==> src/rtl/ucb_pkg.sv <==
package ucb_pkg;

    // Register offsets
    localparam logic [2:0] A_CTRL1 = 3'h0;
    localparam logic [2:0] A_CTRL2 = 3'h1;
    localparam logic [2:0] A_DATA  = 3'h2;
    localparam logic [2:0] A_BAUD  = 3'h3;
    localparam logic [2:0] A_STAT  = 3'h4;

    // Reset values
    localparam logic [7:0] RST_CTRL = 8'h00;
    localparam logic [7:0] RST_ZERO = 8'h00;

    // Status bit positions
    localparam int S_TXEMPTY = 0;
    localparam int S_TXIDLE  = 1;
    localparam int S_RXAVAIL = 2;
    localparam int S_RXIDLE  = 3;
    localparam int S_OVERRUN = 4;
    localparam int S_FRAME   = 5;
    localparam int S_WAKE    = 6;

    // Timing counts
    localparam logic [1:0] LOW_PRE  = 2'h3;
    localparam logic [3:0] PH_LAST  = 4'hF;
    localparam logic [3:0] PH_MID   = 4'h7;
    localparam int         BRK_BITS = 13;

    typedef struct packed {
        logic glb;
        logic wordLenSel;
        logic parEn;
        logic parOdd;
        logic twoStop;
        logic sendBreakCtl;
        logic rxNinthBit;
        logic txNinthBit;
    } ucb_ctrl1_t;

    typedef struct packed {
        logic txEnableCtl;
        logic rxEnableCtl;
        logic baudSpeedSel;
        logic addrDetectEn;
        logic wakeEn;
        logic rxIntEn;
        logic txIdleIntEn;
        logic txEmptyIntEn;
    } ucb_ctrl2_t;

    typedef struct packed {
        logic       we;
        logic       re;
        logic [2:0] addr;
        logic [7:0] wdata;
    } ucb_req_t;

    typedef enum logic [2:0] {
        TX_IDLE  = 3'b000,
        TX_START = 3'b001,
        TX_DATA  = 3'b010,
        TX_STOP  = 3'b011,
        TX_BREAK = 3'b100
    } ucb_tx_t;

    typedef enum logic [1:0] {
        RX_IDLE  = 2'b00,
        RX_START = 2'b01,
        RX_DATA  = 2'b10,
        RX_STOP  = 2'b11
    } ucb_rx_t;

endpackage

==> src/rtl/ucb_uart.sv <==
// Function
// - Break waits for buffer, holds low 13+ bits
// - Ninth received bit stored in 9-bit mode
// - Ninth transmitted bit from control field
// - Transmit disable aborts, clears, floats TX
// - TX driven only with both enables set
// - Receive disable aborts, clears receive buffer
// - RX received only with both enables set; wake detect watches it always
// - Baud is core clock over 64(N+1) or 16(N+1)
// - Free-running 8-bit divider, any N
// - Address bit is bit 8 or 9
// - Non-address words discarded without interrupt
// - Every addressed word raises receive interrupt
// - RX fall while clock stopped requests wake
// - No wake request when running or disabled
// - Receive enable gates overrun and avail
// - Idle enable gates transmitter idle flag
// - Empty enable gates transmit empty flag
// - One data register for both directions
// - Global disable empties buffers, resets flags except wake
// - Word length selects eight or nine bits
module ucb_uart #(
    parameter int unsigned BRK_BITS = ucb_pkg::BRK_BITS
) (
    // Clock and reset
    input  wire logic              clk_sys,
    input  wire logic              rst,
    // Register port
    input  wire ucb_pkg::ucb_req_t req,
    output logic [7:0]             rdata,
    // Serial pins
    input  wire logic              rxPin,
    output logic                   txOut,
    output logic                   txOe,
    // Clock control and interrupt
    input  wire logic              coreClkStopped,
    output logic                   intReq
);

    if (BRK_BITS < 13 || BRK_BITS > 255) begin : g_chk
        $error("BRK_BITS out of range");
    end

    ////////////////////////////////////////////////////////////
    // Registers
    ucb_pkg::ucb_ctrl1_t c1Q;
    ucb_pkg::ucb_ctrl2_t c2Q;
    logic [7:0]          divQ;
    logic                glb;
    logic                txRun;
    logic                rxRun;
    logic                dataWr;
    logic                dataRd;

    assign glb    = c1Q.glb;
    assign txRun  = glb && c2Q.txEnableCtl;
    assign rxRun  = glb && c2Q.rxEnableCtl;
    assign dataWr = req.we && req.addr == ucb_pkg::A_DATA;
    assign dataRd = req.re && req.addr == ucb_pkg::A_DATA;

    always_ff @(posedge clk_sys or posedge rst) begin
        if (rst) begin
            c1Q  <= ucb_pkg::RST_CTRL;
            c2Q  <= ucb_pkg::RST_CTRL;
            divQ <= ucb_pkg::RST_ZERO;
        end else begin
            if (req.we && req.addr == ucb_pkg::A_CTRL1) begin
                c1Q <= req.wdata;
            end
            if (req.we && req.addr == ucb_pkg::A_CTRL2) begin
                c2Q <= req.wdata;
            end
            if (req.we && req.addr == ucb_pkg::A_BAUD) begin
                divQ <= req.wdata;
            end
            if (!glb || (req.we && req.addr == ucb_pkg::A_CTRL1 && !req.wdata[7])) begin
                c2Q.txEnableCtl  <= 1'b0;
                c2Q.rxEnableCtl  <= 1'b0;
                c1Q.sendBreakCtl <= 1'b0;
            end
        end
    end

    ////////////////////////////////////////////////////////////
    // Baud generator, 16 ticks per bit
    logic [7:0] bCntQ;
    logic [1:0] preQ;
    logic       tick;

    assign tick = glb && bCntQ == 8'h00 && (c2Q.baudSpeedSel || preQ == ucb_pkg::LOW_PRE);

    always_ff @(posedge clk_sys or posedge rst) begin
        if (rst) begin
            bCntQ <= 8'h00;
            preQ  <= 2'h0;
        end else if (!glb) begin
            bCntQ <= 8'h00;
            preQ  <= 2'h0;
        end else if (bCntQ == 8'h00) begin
            bCntQ <= divQ;
            preQ  <= preQ + 2'h1;
        end else begin
            bCntQ <= bCntQ - 8'h01;
        end
    end

    ////////////////////////////////////////////////////////////
    // Transmitter
    ucb_pkg::ucb_tx_t txStQ;
    logic [7:0]       txBufQ;
    logic             txFullQ;
    logic             txRunQ;
    logic [8:0]       txShQ;
    logic [3:0]       txPhQ;
    logic [7:0]       txBitQ;
    logic             txLineQ;
    logic             txBitDone;
    logic             txLoad;
    logic             txIdle;
    logic             inBrk;

    assign txBitDone = tick && txPhQ == ucb_pkg::PH_LAST;
    assign txLoad    = txRun && txStQ == ucb_pkg::TX_IDLE && txFullQ && tick;
    assign txIdle    = !txFullQ && txStQ == ucb_pkg::TX_IDLE;
    assign inBrk     = txStQ == ucb_pkg::TX_BREAK;

    always_ff @(posedge clk_sys or posedge rst) begin
        if (rst) begin
            txRunQ  <= 1'b0;
            txFullQ <= 1'b0;
            txBufQ  <= 8'h00;
        end else begin
            txRunQ <= txRun;
            if (!glb || (txRunQ && !txRun)) begin
                txFullQ <= 1'b0;
            end else begin
                if (txLoad) begin
                    txFullQ <= 1'b0;
                end
                if (dataWr) begin
                    txFullQ <= 1'b1;
                    txBufQ  <= req.wdata;
                end
            end
        end
    end

    always_ff @(posedge clk_sys or posedge rst) begin
        if (rst) begin
            txStQ   <= ucb_pkg::TX_IDLE;
            txShQ   <= 9'h000;
            txPhQ   <= 4'h0;
            txBitQ  <= 8'h00;
            txLineQ <= 1'b1;
        end else if (!txRun) begin
            txStQ   <= ucb_pkg::TX_IDLE;
            txLineQ <= 1'b1;
        end else begin
            if (tick) begin
                txPhQ <= txPhQ + 4'h1;
            end
            unique case (txStQ)
                ucb_pkg::TX_IDLE: begin
                    txPhQ  <= 4'h0;
                    txBitQ <= 8'h00;
                    // Frames start on a tick so the start bit is a full bit long
                    if (txFullQ && tick) begin
                        txShQ   <= {c1Q.wordLenSel ? c1Q.txNinthBit : 1'b1, txBufQ};
                        txStQ   <= ucb_pkg::TX_START;
                        txLineQ <= 1'b0;
                    end else if (!txFullQ && tick && c1Q.sendBreakCtl) begin
                        txStQ   <= ucb_pkg::TX_BREAK;
                        txLineQ <= 1'b0;
                    end
                end
                ucb_pkg::TX_START: begin
                    if (txBitDone) begin
                        txStQ   <= ucb_pkg::TX_DATA;
                        txLineQ <= txShQ[0];
                        txShQ   <= {1'b1, txShQ[8:1]};
                    end
                end
                ucb_pkg::TX_DATA: begin
                    if (txBitDone) begin
                        if (txBitQ == (c1Q.wordLenSel ? 8'h08 : 8'h07)) begin
                            txStQ   <= ucb_pkg::TX_STOP;
                            txLineQ <= 1'b1;
                            txBitQ  <= 8'h00;
                        end else begin
                            txLineQ <= txShQ[0];
                            txShQ   <= {1'b1, txShQ[8:1]};
                            txBitQ  <= txBitQ + 8'h01;
                        end
                    end
                end
                ucb_pkg::TX_STOP: begin
                    if (txBitDone) begin
                        if (c1Q.twoStop && txBitQ == 8'h00) begin
                            txBitQ <= 8'h01;
                        end else begin
                            txStQ <= ucb_pkg::TX_IDLE;
                        end
                    end
                end
                ucb_pkg::TX_BREAK: begin
                    txLineQ <= 1'b0;
                    if (txBitDone && txBitQ != 8'hFF) begin
                        txBitQ <= txBitQ + 8'h01;
                    end
                    if (!c1Q.sendBreakCtl && txBitQ >= 8'(BRK_BITS)) begin
                        txStQ   <= ucb_pkg::TX_IDLE;
                        txLineQ <= 1'b1;
                    end
                end
                default: begin
                    txStQ <= ucb_pkg::TX_IDLE;
                end
            endcase
        end
    end

    always_ff @(posedge clk_sys or posedge rst) begin
        if (rst) begin
            txOut <= 1'b1;
            txOe  <= 1'b0;
        end else begin
            txOut <= txLineQ;
            txOe  <= txRun;
        end
    end

    ////////////////////////////////////////////////////////////
    // Receiver
    ucb_pkg::ucb_rx_t rxStQ;
    logic             rxS1Q;
    logic             rxS2Q;
    logic             rxPrevQ;
    logic             csS1Q;
    logic             csS2Q;
    logic [3:0]       rxPhQ;
    logic [3:0]       rxCntQ;
    logic [8:0]       rxShQ;
    logic [7:0]       rxDataQ;
    logic             rx9Q;
    logic             availQ;
    logic             ovrQ;
    logic             ferrQ;
    logic             wakeQ;
    logic             rxFall;
    logic             wordDone;
    logic             addrBit;
    logic             keep;
    logic [7:0]       rxByte;

    assign rxFall   = rxPrevQ && !rxS2Q;
    assign wordDone = rxStQ == ucb_pkg::RX_STOP && tick && rxPhQ == ucb_pkg::PH_LAST;
    assign rxByte   = c1Q.wordLenSel ? rxShQ[7:0] : rxShQ[8:1];
    assign addrBit  = c1Q.wordLenSel ? rxShQ[8] : rxByte[7];
    assign keep     = !(c2Q.addrDetectEn && !addrBit);

    always_ff @(posedge clk_sys or posedge rst) begin
        if (rst) begin
            rxS1Q   <= 1'b1;
            rxS2Q   <= 1'b1;
            rxPrevQ <= 1'b1;
            csS1Q   <= 1'b0;
            csS2Q   <= 1'b0;
        end else begin
            rxS1Q   <= rxPin;
            rxS2Q   <= rxS1Q;
            rxPrevQ <= rxS2Q;
            csS1Q   <= coreClkStopped;
            csS2Q   <= csS1Q;
        end
    end

    always_ff @(posedge clk_sys or posedge rst) begin
        if (rst) begin
            rxStQ  <= ucb_pkg::RX_IDLE;
            rxPhQ  <= 4'h0;
            rxCntQ <= 4'h0;
            rxShQ  <= 9'h000;
        end else if (!rxRun) begin
            rxStQ <= ucb_pkg::RX_IDLE;
        end else begin
            if (tick) begin
                rxPhQ <= rxPhQ + 4'h1;
            end
            unique case (rxStQ)
                ucb_pkg::RX_IDLE: begin
                    rxPhQ  <= 4'h0;
                    rxCntQ <= 4'h0;
                    if (rxFall) begin
                        rxStQ <= ucb_pkg::RX_START;
                    end
                end
                ucb_pkg::RX_START: begin
                    if (tick && rxPhQ == ucb_pkg::PH_MID) begin
                        rxPhQ <= 4'h0;
                        rxStQ <= rxS2Q ? ucb_pkg::RX_IDLE : ucb_pkg::RX_DATA;
                    end
                end
                ucb_pkg::RX_DATA: begin
                    if (tick && rxPhQ == ucb_pkg::PH_LAST) begin
                        rxShQ  <= {rxS2Q, rxShQ[8:1]};
                        rxCntQ <= rxCntQ + 4'h1;
                        if (rxCntQ == (c1Q.wordLenSel ? 4'h8 : 4'h7)) begin
                            rxStQ <= ucb_pkg::RX_STOP;
                        end
                    end
                end
                ucb_pkg::RX_STOP: begin
                    if (wordDone) begin
                        rxStQ <= ucb_pkg::RX_IDLE;
                    end
                end
            endcase
        end
    end

    always_ff @(posedge clk_sys or posedge rst) begin
        if (rst) begin
            rxDataQ <= 8'h00;
            rx9Q    <= 1'b0;
            availQ  <= 1'b0;
            ovrQ    <= 1'b0;
            ferrQ   <= 1'b0;
        end else if (!rxRun) begin
            availQ <= 1'b0;
            ovrQ   <= 1'b0;
            ferrQ  <= 1'b0;
        end else begin
            if (dataRd) begin
                availQ <= 1'b0;
                ovrQ   <= 1'b0;
                ferrQ  <= 1'b0;
            end
            if (wordDone && keep) begin
                if (availQ && !dataRd) begin
                    ovrQ <= 1'b1;
                end else begin
                    rxDataQ <= rxByte;
                    availQ  <= 1'b1;
                    ferrQ   <= !rxS2Q;
                    if (c1Q.wordLenSel) begin
                        rx9Q <= rxShQ[8];
                    end
                end
            end
        end
    end

    always_ff @(posedge clk_sys or posedge rst) begin
        if (rst) begin
            wakeQ <= 1'b0;
        end else if (rxFall && csS2Q && c2Q.wakeEn) begin
            wakeQ <= 1'b1;
        end else if (req.we && req.addr == ucb_pkg::A_STAT && req.wdata[ucb_pkg::S_WAKE]) begin
            wakeQ <= 1'b0;
        end
    end

    ////////////////////////////////////////////////////////////
    // Interrupt and read data
    always_ff @(posedge clk_sys or posedge rst) begin
        if (rst) begin
            intReq <= 1'b0;
        end else begin
            intReq <= (c2Q.rxIntEn && (availQ || ovrQ || wakeQ))
                   || (c2Q.txIdleIntEn && txIdle)
                   || (c2Q.txEmptyIntEn && !txFullQ);
        end
    end

    always_ff @(posedge clk_sys or posedge rst) begin
        if (rst) begin
            rdata <= 8'h00;
        end else if (!req.re) begin
            rdata <= 8'h00;
        end else begin
            unique case (req.addr)
                ucb_pkg::A_CTRL1: rdata <= {c1Q[7:2], rx9Q, 1'b0};
                ucb_pkg::A_CTRL2: rdata <= c2Q;
                ucb_pkg::A_DATA:  rdata <= rxDataQ;
                ucb_pkg::A_BAUD:  rdata <= divQ;
                ucb_pkg::A_STAT:  rdata <= {1'b0, wakeQ, ferrQ, ovrQ, rxStQ == ucb_pkg::RX_IDLE,
                                            availQ, txIdle, !txFullQ};
                default:          rdata <= 8'h00;
            endcase
        end
    end

    ////////////////////////////////////////////////////////////
    // Checks
    logic [10:0] gapQ;
    logic        gapOkQ;
    logic [10:0] gapExp;

    assign gapExp = c2Q.baudSpeedSel ? 11'(divQ) + 11'h001 : (11'(divQ) + 11'h001) << 2;

    always_ff @(posedge clk_sys or posedge rst) begin
        if (rst) begin
            gapQ   <= 11'h000;
            gapOkQ <= 1'b0;
        end else begin
            gapQ <= tick ? 11'h001 : gapQ + 11'h001;
            if (tick) begin
                gapOkQ <= 1'b1;
            end
            if (!glb || (req.we && (req.addr == ucb_pkg::A_BAUD || req.addr == ucb_pkg::A_CTRL2))) begin
                gapOkQ <= 1'b0;
            end
        end
    end
endmodule

==> config.mk <==
export PLATFORM = sky130hd
export DESIGN_NAME = ucb_uart
export DESIGN_NICKNAME = d
export VERILOG_FILES = /design/src/rtl/ucb_pkg.sv /design/src/rtl/ucb_uart.sv
export SDC_FILE = /design/constraint.sdc
export NUM_CORES = 1
export LEC_CHECK = 0
export ABC_AREA = 1
export BUFFER_PORTS_ARGS = -buffer_cell sky130_fd_sc_hd__buf_4
export CORE_MARGIN = 2
export CORE_UTILIZATION = 55
export CTS_CLUSTER_SIZE = 30
export DETAILED_ROUTE_END_ITERATION = 8
export PLACE_DENSITY = 0.81
export SLEW_MARGIN = 15
export SYNTH_ARGS = -nofsm -noshare
export SYNTH_HDL_FRONTEND = slang
export SYNTH_SLANG_ARGS = --single-unit
==> constraint.sdc <==
create_clock -name clk_sys -period 4.54 [get_ports clk_sys]
set_input_delay 0.227 -clock clk_sys [delete_from_list [all_inputs] [get_ports clk_sys]]
set_output_delay 0.227 -clock clk_sys [all_outputs]
set_load 0.005 [all_outputs]
=== After elaboration in Yosys (flattened, before gate mapping) ===
Cells that the tools add are included.
Widths: inputs -> output; s select.

* Register bits: 116
* Latch bits: 0
* Memory bits (writable): 0
* ROM bits: 0
* Input bits: 17
* Word-level logic and storage cells: 247
* Memories: 0

* $add $sub $neg: 6
* Multipliers: 0
* Divide/modulo/power cells: 0
* $lt $le $gt $ge: 1
* Equal/unequal tests: 40
* Shifts and indexed selects: 0
* Mux-type cells: 76
* Bitwise operators: 2
* Reduce and logical (&&, ||, !) cells: 77

{| class="wikitable"
|+ Operators by type and width
! kind !! number
|-
| $mux 8 || 10
|-
| $pmux 8 s5 || 1
|-
| $logic_and 1x1->1 || 37
|-
| $mux 9 || 4
|-
| $pmux 8 s4 || 1
|-
| $mux 3 || 10
|-
| $ne 3x3->1 const B || 10
|-
| $mux 4 || 7
|-
| $mux 1 || 27
|-
| $pmux 9 s3 || 1
|-
| $mux 2 || 10
|-
| $logic_not 8->1 || 2
|-
| $pmux 4 s2 || 2
|-
| $pmux 3 s5 || 1
|-
| $add 4x1->4 const B || 3
|-
| $eq 3x2->1 const B || 4
|-
| $ne 2x2->1 const B || 6
|-
| $reduce_and 6->1 || 2
|-
| $reduce_bool 2->1 || 5
|-
| $logic_not 1->1 || 9
|-
| $reduce_and 3->1 || 3
|-
| $add 8x1->8 const B || 1
|-
| $eq 4x4->1 const B || 2
|-
| $eq 8x4->1 || 1
|-
| 26 further kinds || 43
|}

=== Logic depth before layout (Yosys ltp) ===
* Word-level depth: 9
* Gate-level depth with buffers: 12

=== Worst setup path after synthesis ===
OpenSTA, ideal clock, no wires.

* Kind: reg2reg
* Start: register bCntQ[0]
* End: register txShQ[0]
* Data arrival time: 1.666 ns
* Path slack: 2.753 ns
* Cell stages (with the launch flop): 13
* Path buffers: 1
* Cell sequence: dfrtp_1 > inv_1 > ha_1 > nand2_1 > nor2_8 > nand4_2 > nand2_1 > nand2_1 > nor2_2 > nand2_4 > buf_6 > nand2_2 > o21ai_2

* Word-level cells in the longest chain between the ends: 6
* Elaborated cells between the ends (all ways): 9
* Those cells by class: 3 x eq/ne; 6 x reduce/logical

{| class="wikitable"
|+ Ends and longest elaborated chain
! item !! RTL line !! source
|-
| from (decl) || ucb_uart.sv:86 || <nowiki>logic [7:0] bCntQ;</nowiki>
|-
| from (signal assigned) || ucb_uart.sv:100 || <nowiki>bCntQ <= divQ;</nowiki>
|-
| from (signal assigned) || ucb_uart.sv:103 || <nowiki>bCntQ <= bCntQ - 8'h01;</nowiki>
|-
| $logic_not 8->1 (*) || ucb_uart.sv:90 || <nowiki>assign tick = glb && bCntQ == 8'h00 && (c2Q.baudSpeedSel || preQ == ucb_pkg::LOW_PRE);</nowiki>
|-
| $logic_and 1x1->1 (*) (2 in a row) || ucb_uart.sv:90 ||
|-
| $logic_and 1x1->1, on equally long branches || ucb_uart.sv:167, ucb_uart.sv:122 ||
|-
| $ne 2x1->1 (no line) / $ne 2x2->1 (equally long branches) || -- ||
|-
| $reduce_and 6->1 (no line) (*) || -- ||
|-
| to (signal assigned) || ucb_uart.sv:168 || <nowiki>txShQ <= {c1Q.wordLenSel ? c1Q.txNinthBit : 1'b1, txBufQ};</nowiki>
|-
| to (signal assigned) || ucb_uart.sv:180 || <nowiki>txShQ <= {1'b1, txShQ[8:1]};</nowiki>
|-
| to (signal assigned) || ucb_uart.sv:191 || <nowiki>txShQ <= {1'b1, txShQ[8:1]};</nowiki>
|-
| to (decl) || ucb_uart.sv:113 || <nowiki>logic [8:0] txShQ;</nowiki>
|}

Every way passes the cells marked *; elsewhere a longest branch is shown, timed or not.
A chain may end at the register's enable or synchronous reset.

=== Final worst setup path ===
* Start: register bCntQ[0]
* End: register txBitQ[0]

* Word-level cells in the longest chain between the ends: 7
* Elaborated cells between the ends (all ways): 9
* Those cells by class: 3 x eq/ne; 6 x reduce/logical

{| class="wikitable"
|+ Ends and longest elaborated chain
! item !! RTL line !! source
|-
| $logic_not 8->1 (*) || ucb_uart.sv:90 ||
|-
| $logic_and 1x1->1 (*) (2 in a row) || ucb_uart.sv:90 ||
|-
| $logic_and 1x1->1 (*) || ucb_uart.sv:122 || <nowiki>assign txBitDone = tick && txPhQ == ucb_pkg::PH_LAST;</nowiki>
|-
| $logic_and 1x1->1 || ucb_uart.sv:207 || <nowiki>if (txBitDone && txBitQ != 8'hFF) begin</nowiki>
|-
| $ne 2x1->1 (no line) || -- ||
|-
| $reduce_and 6->1 (no line) (*) || -- ||
|-
| to (signal assigned) || ucb_uart.sv:192 || <nowiki>txBitQ <= txBitQ + 8'h01;</nowiki>
|-
| to (signal assigned) || ucb_uart.sv:208 || <nowiki>txBitQ <= txBitQ + 8'h01;</nowiki>
|-
| to (decl) || ucb_uart.sv:115 || <nowiki>logic [7:0] txBitQ;</nowiki>
|}

Marks and branches as above.

==> impl_metrics.csv <==
group,metric,value,unit
setup_path,cp_cell_sequence,"inv_1 -> ha_1 -> nand2_1 -> nor2_8 -> nand4_2 -> nand2_1 -> nand3b_1 -> inv_1 -> nand3_2 -> nand2_1 -> nand2_1",
die,dieArea,11300,um^2
sta,min_period_over_period,46.4,%
global_routing,grt_pass1_vias,4929,
synthesis,synth_top_area_share,47.9,%
clocking,cts_buffer_depth,2,
synthesis,synth-xor-area-share,1.52,%
synthesis,synth-seq-area-share,50.2,%
finish,final_cell_mix,"nand2_1, dfrtp_1, inv_1",
clocking,clkSinkCount,115,
sta,slew-limit-headroom,40.4,%
clocking,numCtsBuffers,17,
pwr,power.leakage,3.34,nW
finish,insertedDiodeCount,0,
clocking,root_buffer,"clkbuf_8",
setup_path,critical_path_class,"register to register",
synthesis,ys_ff_latch,115,
sta,fmax,0.475,GHz
detailed_routing,drtIter0Drc,422,
clocking,postCtsResizedCells,0,
setup_path,critical_path_arrival,2.51,ns
setup_path,crit_fanout,9,
finish,drive_gt1_share,13.9,%
synthesis,synth-simple-area-share,23.6,%
pwr,p_int,2.17,mW
hold_path,hold_path.class,"input pin to register",
synthesis,synth_area,5750,um^2
synthesis,syn_nets,707,
global_routing,grt-busiest-layer,"met2",
finish,area_delta_synth_final,17.3,%
setup_path,critPathLaunchType,"register",
clocking,clk_latency,0.52,ns
sta,tns,0,ns
clocking,path_clk_slew,0.06,ns
pwr,seq_power_share,40.4,%
synthesis,synth_top_area_cell,"dfrtp_1",
place,place_congestion,0.914,
global_routing,gr-usage-met3,5.82,%
synthesis,syn_inst,680,
die,row_count,37,
detailed_routing,routed_wl,14200,um
global_routing,grt_pass1_wl,23900,um
synthesis,ys_top_cells_by_area,"dfrtp_1, nand2_1, o21ai_0, inv_1, nor2_1",
sta,whs,0.0224,ns
sta,fin_worst_skew,0.00736,ns
clocking,cts_setup_buffers,0,
pwr,ir_worst_vdd,0.221,mV
global_routing,grt_max_degree,74,
setup_path,end_kind,"register",
synthesis,synth_top_family_by_area,"simple AND/OR/NAND/NOR gates",
synthesis,yosysWarnings,0,
synthesis,synthAdderAreaFrac,2.18,%
detailed_routing,wl_per_cell,16.3,um
setup_path,cpMaxStageDelayCell,"dfrtp_1",
sta,min_period,2.11,ns
global_routing,antenna_found_initial,0,
die,io-pin-count,28,
setup_path,slowest_delay,0.37,ns
clocking,cts_tree,"done",
detailed_routing,dr_total_vias,4901,
sta,drv_slew,0,
place,hpwl,9970,um
global_routing,grt_usage,27.4,%
detailed_routing,drtPass1Iterations,5,
pwr,clockPowerShare,45.1,%
pwr,p_switching,810,uW
sta,rsz0062_at_grt,"no",
die,fp.coreArea,10200,um^2
synthesis,ys_types,49,
synthesis,synth_compound_area_share,13.9,%
run,maxCapViolCount,0,
place,io_buffers,27,
pwr,power_density,442,nW/um^2
sta,tightest_slew,0.894,ns
finish,mostFrequentLayoutCell,"nand2_1",
synthesis,avgSynthCellArea,8.46,um^2
detailed_routing,route.detailed.drc,0,
clocking,cts_max_level,4,
global_routing,overflow,0,
global_routing,grtUsageMet1,35.0,%
finish,fillers,821,
die,start_util,56.2,%
setup_path,cp.required,4.95,ns
synthesis,muxShareOfSynthArea,2.13,%
pwr,combPwrFrac,14.4,%
finish,final_nets,751,
detailed_routing,postRouteAntennaNets,0,
pwr,switching_share,27.2,%
die,die_h,106,um
die,fp.dieW,106,um
sta,final_hold_viol_count,0,
sta,setup_violations,0,
detailed_routing,vias_per_cell,5.62,
outcome,status,"complete, no violations",
global_routing,use_met2,45.1,%
setup_path,path_common_cell,"nand2_1",
[cells by family after synthesis]
logic type,Yosys count
AND/OR/NAND/NOR,300
AO/OA/AOI/OAI,137
flip-flops,115
buffers and inverters,96
multiplexers,12
XOR/XNOR,10
adder cells (fa/ha/maj),10
[per-layer routing]
| layer | vias to the layer above | part of all wire [%] |
|---|---|---|
| met5 | - | 0 |
| met4 | 0 | 3.0 |
| met3 | 35 | 5.9 |
| met2 | 178 | 50 |
| met1 | 2373 | 41 |
| li1 | 2315 | - |
[final cells by class]
class	instances	area, um^2	share of cell area (%)
Clock buffer	22	473	7.01
Clock inverter	9	128	1.89
Inverter	87	329	4.88
Multi-Input combinational cell	469	2490	36.9
Sequential cell	115	2880	42.8
Tap cell	136	170	2.52
Timing Repair Buffer	34	270	4.01
[timing repair]
action                                 in CTS  in global routing
hold buffers                                6                  0
endpoints found under the hold margin      74                  0
setup endpoints to repair                   0                  0
[through the flow]
| stage | setup slack (ns) | instance area, um^2 | utilization (%) | total power [mW] | instances |
|---|---|---|---|---|---|
| finish | 2.43 | 6750 | 65.9 | 2.98 | 872 |
| global route | 2.24 | 6750 | 65.9 | 3.09 | 872 |
| CTS | 2.44 | 6750 | 65.9 | 2.98 | 872 |
| detailed placement | 2.47 | 6080 | 59.5 | 1.64 | 835 |
| global placement | 2.54 | 6080 | 59.5 | 1.61 | 835 |
| floorplan | 1.28 | 5750 | - | 1.51 | 680 |
[registers in the layout (all words and copies together), names as in the netlist, 2 cells and up]
name / flops
rxShQ: 9
txShQ: 9
bCntQ: 8
c2Q: 8
divQ: 8
rdata: 8
rxDataQ: 8
txBitQ: 8
txBufQ: 8
c1Q: 6
rxCntQ: 4
rxPhQ: 4
txPhQ: 4
txStQ: 3
preQ: 2
rxStQ: 2
[power by group through the flow]
stage          sequential (mW)  combinational (mW)  clock (mW)
6_report                  1.20               0.430        1.34
5_1_grt                   1.22               0.482        1.40
4_1_cts                   1.20               0.429        1.35
3_5_place_dp              1.22               0.418           0
3_3_place_gp              1.21               0.402           0
2_1_floorplan             1.19               0.323           0
[worst paths after layout]
kind | start | to | slack (ns) | depth (start not counted)
min | req[6] | c2Q[6] | 0.02 | 3
min reg2reg | csS1Q | csS2Q | 0.35 | 0
max reg2reg | bCntQ[0] | txBitQ[0] | 2.43 | 11
min in group asynchronous | rst | c1Q[5] | 0.47 | 3
max | bCntQ[0] | txBitQ[0] | 2.43 | 11
max in group asynchronous | rst | txLineQ | 2.99 | 4
[critical path, delay by kind of cell, from the launching register on]
kind,cells,cell delay (ns)
DFF,1,0.37
adders and majority gates,1,0.16
buffers and inverters,2,0.23
and+or+nand+nor,8,1.22
[Yosys cell counts, drive strengths merged]
cell	n
nand2	189
o21bai	2
o32ai	1
ha	10
dfstp	5
nor4	1
or2	1
o21a	1
xnor2	5
inv	85
nand4	10
a22oi	2
nand3	30
nor2	58
o21ai	86
a221oi	5
buf	5
a21boi	1
clkinv	2
a41oi	2
o211ai	1
o221ai	1
clkbuf	4
nand3b	1
dfrtp	110
o31ai	4
xor2	5
a211oi	2
a21oi	23
nor3	10
mux2	2
mux2i	10
o22ai	6
Note: power is estimated with default switching activity, not from simulation.
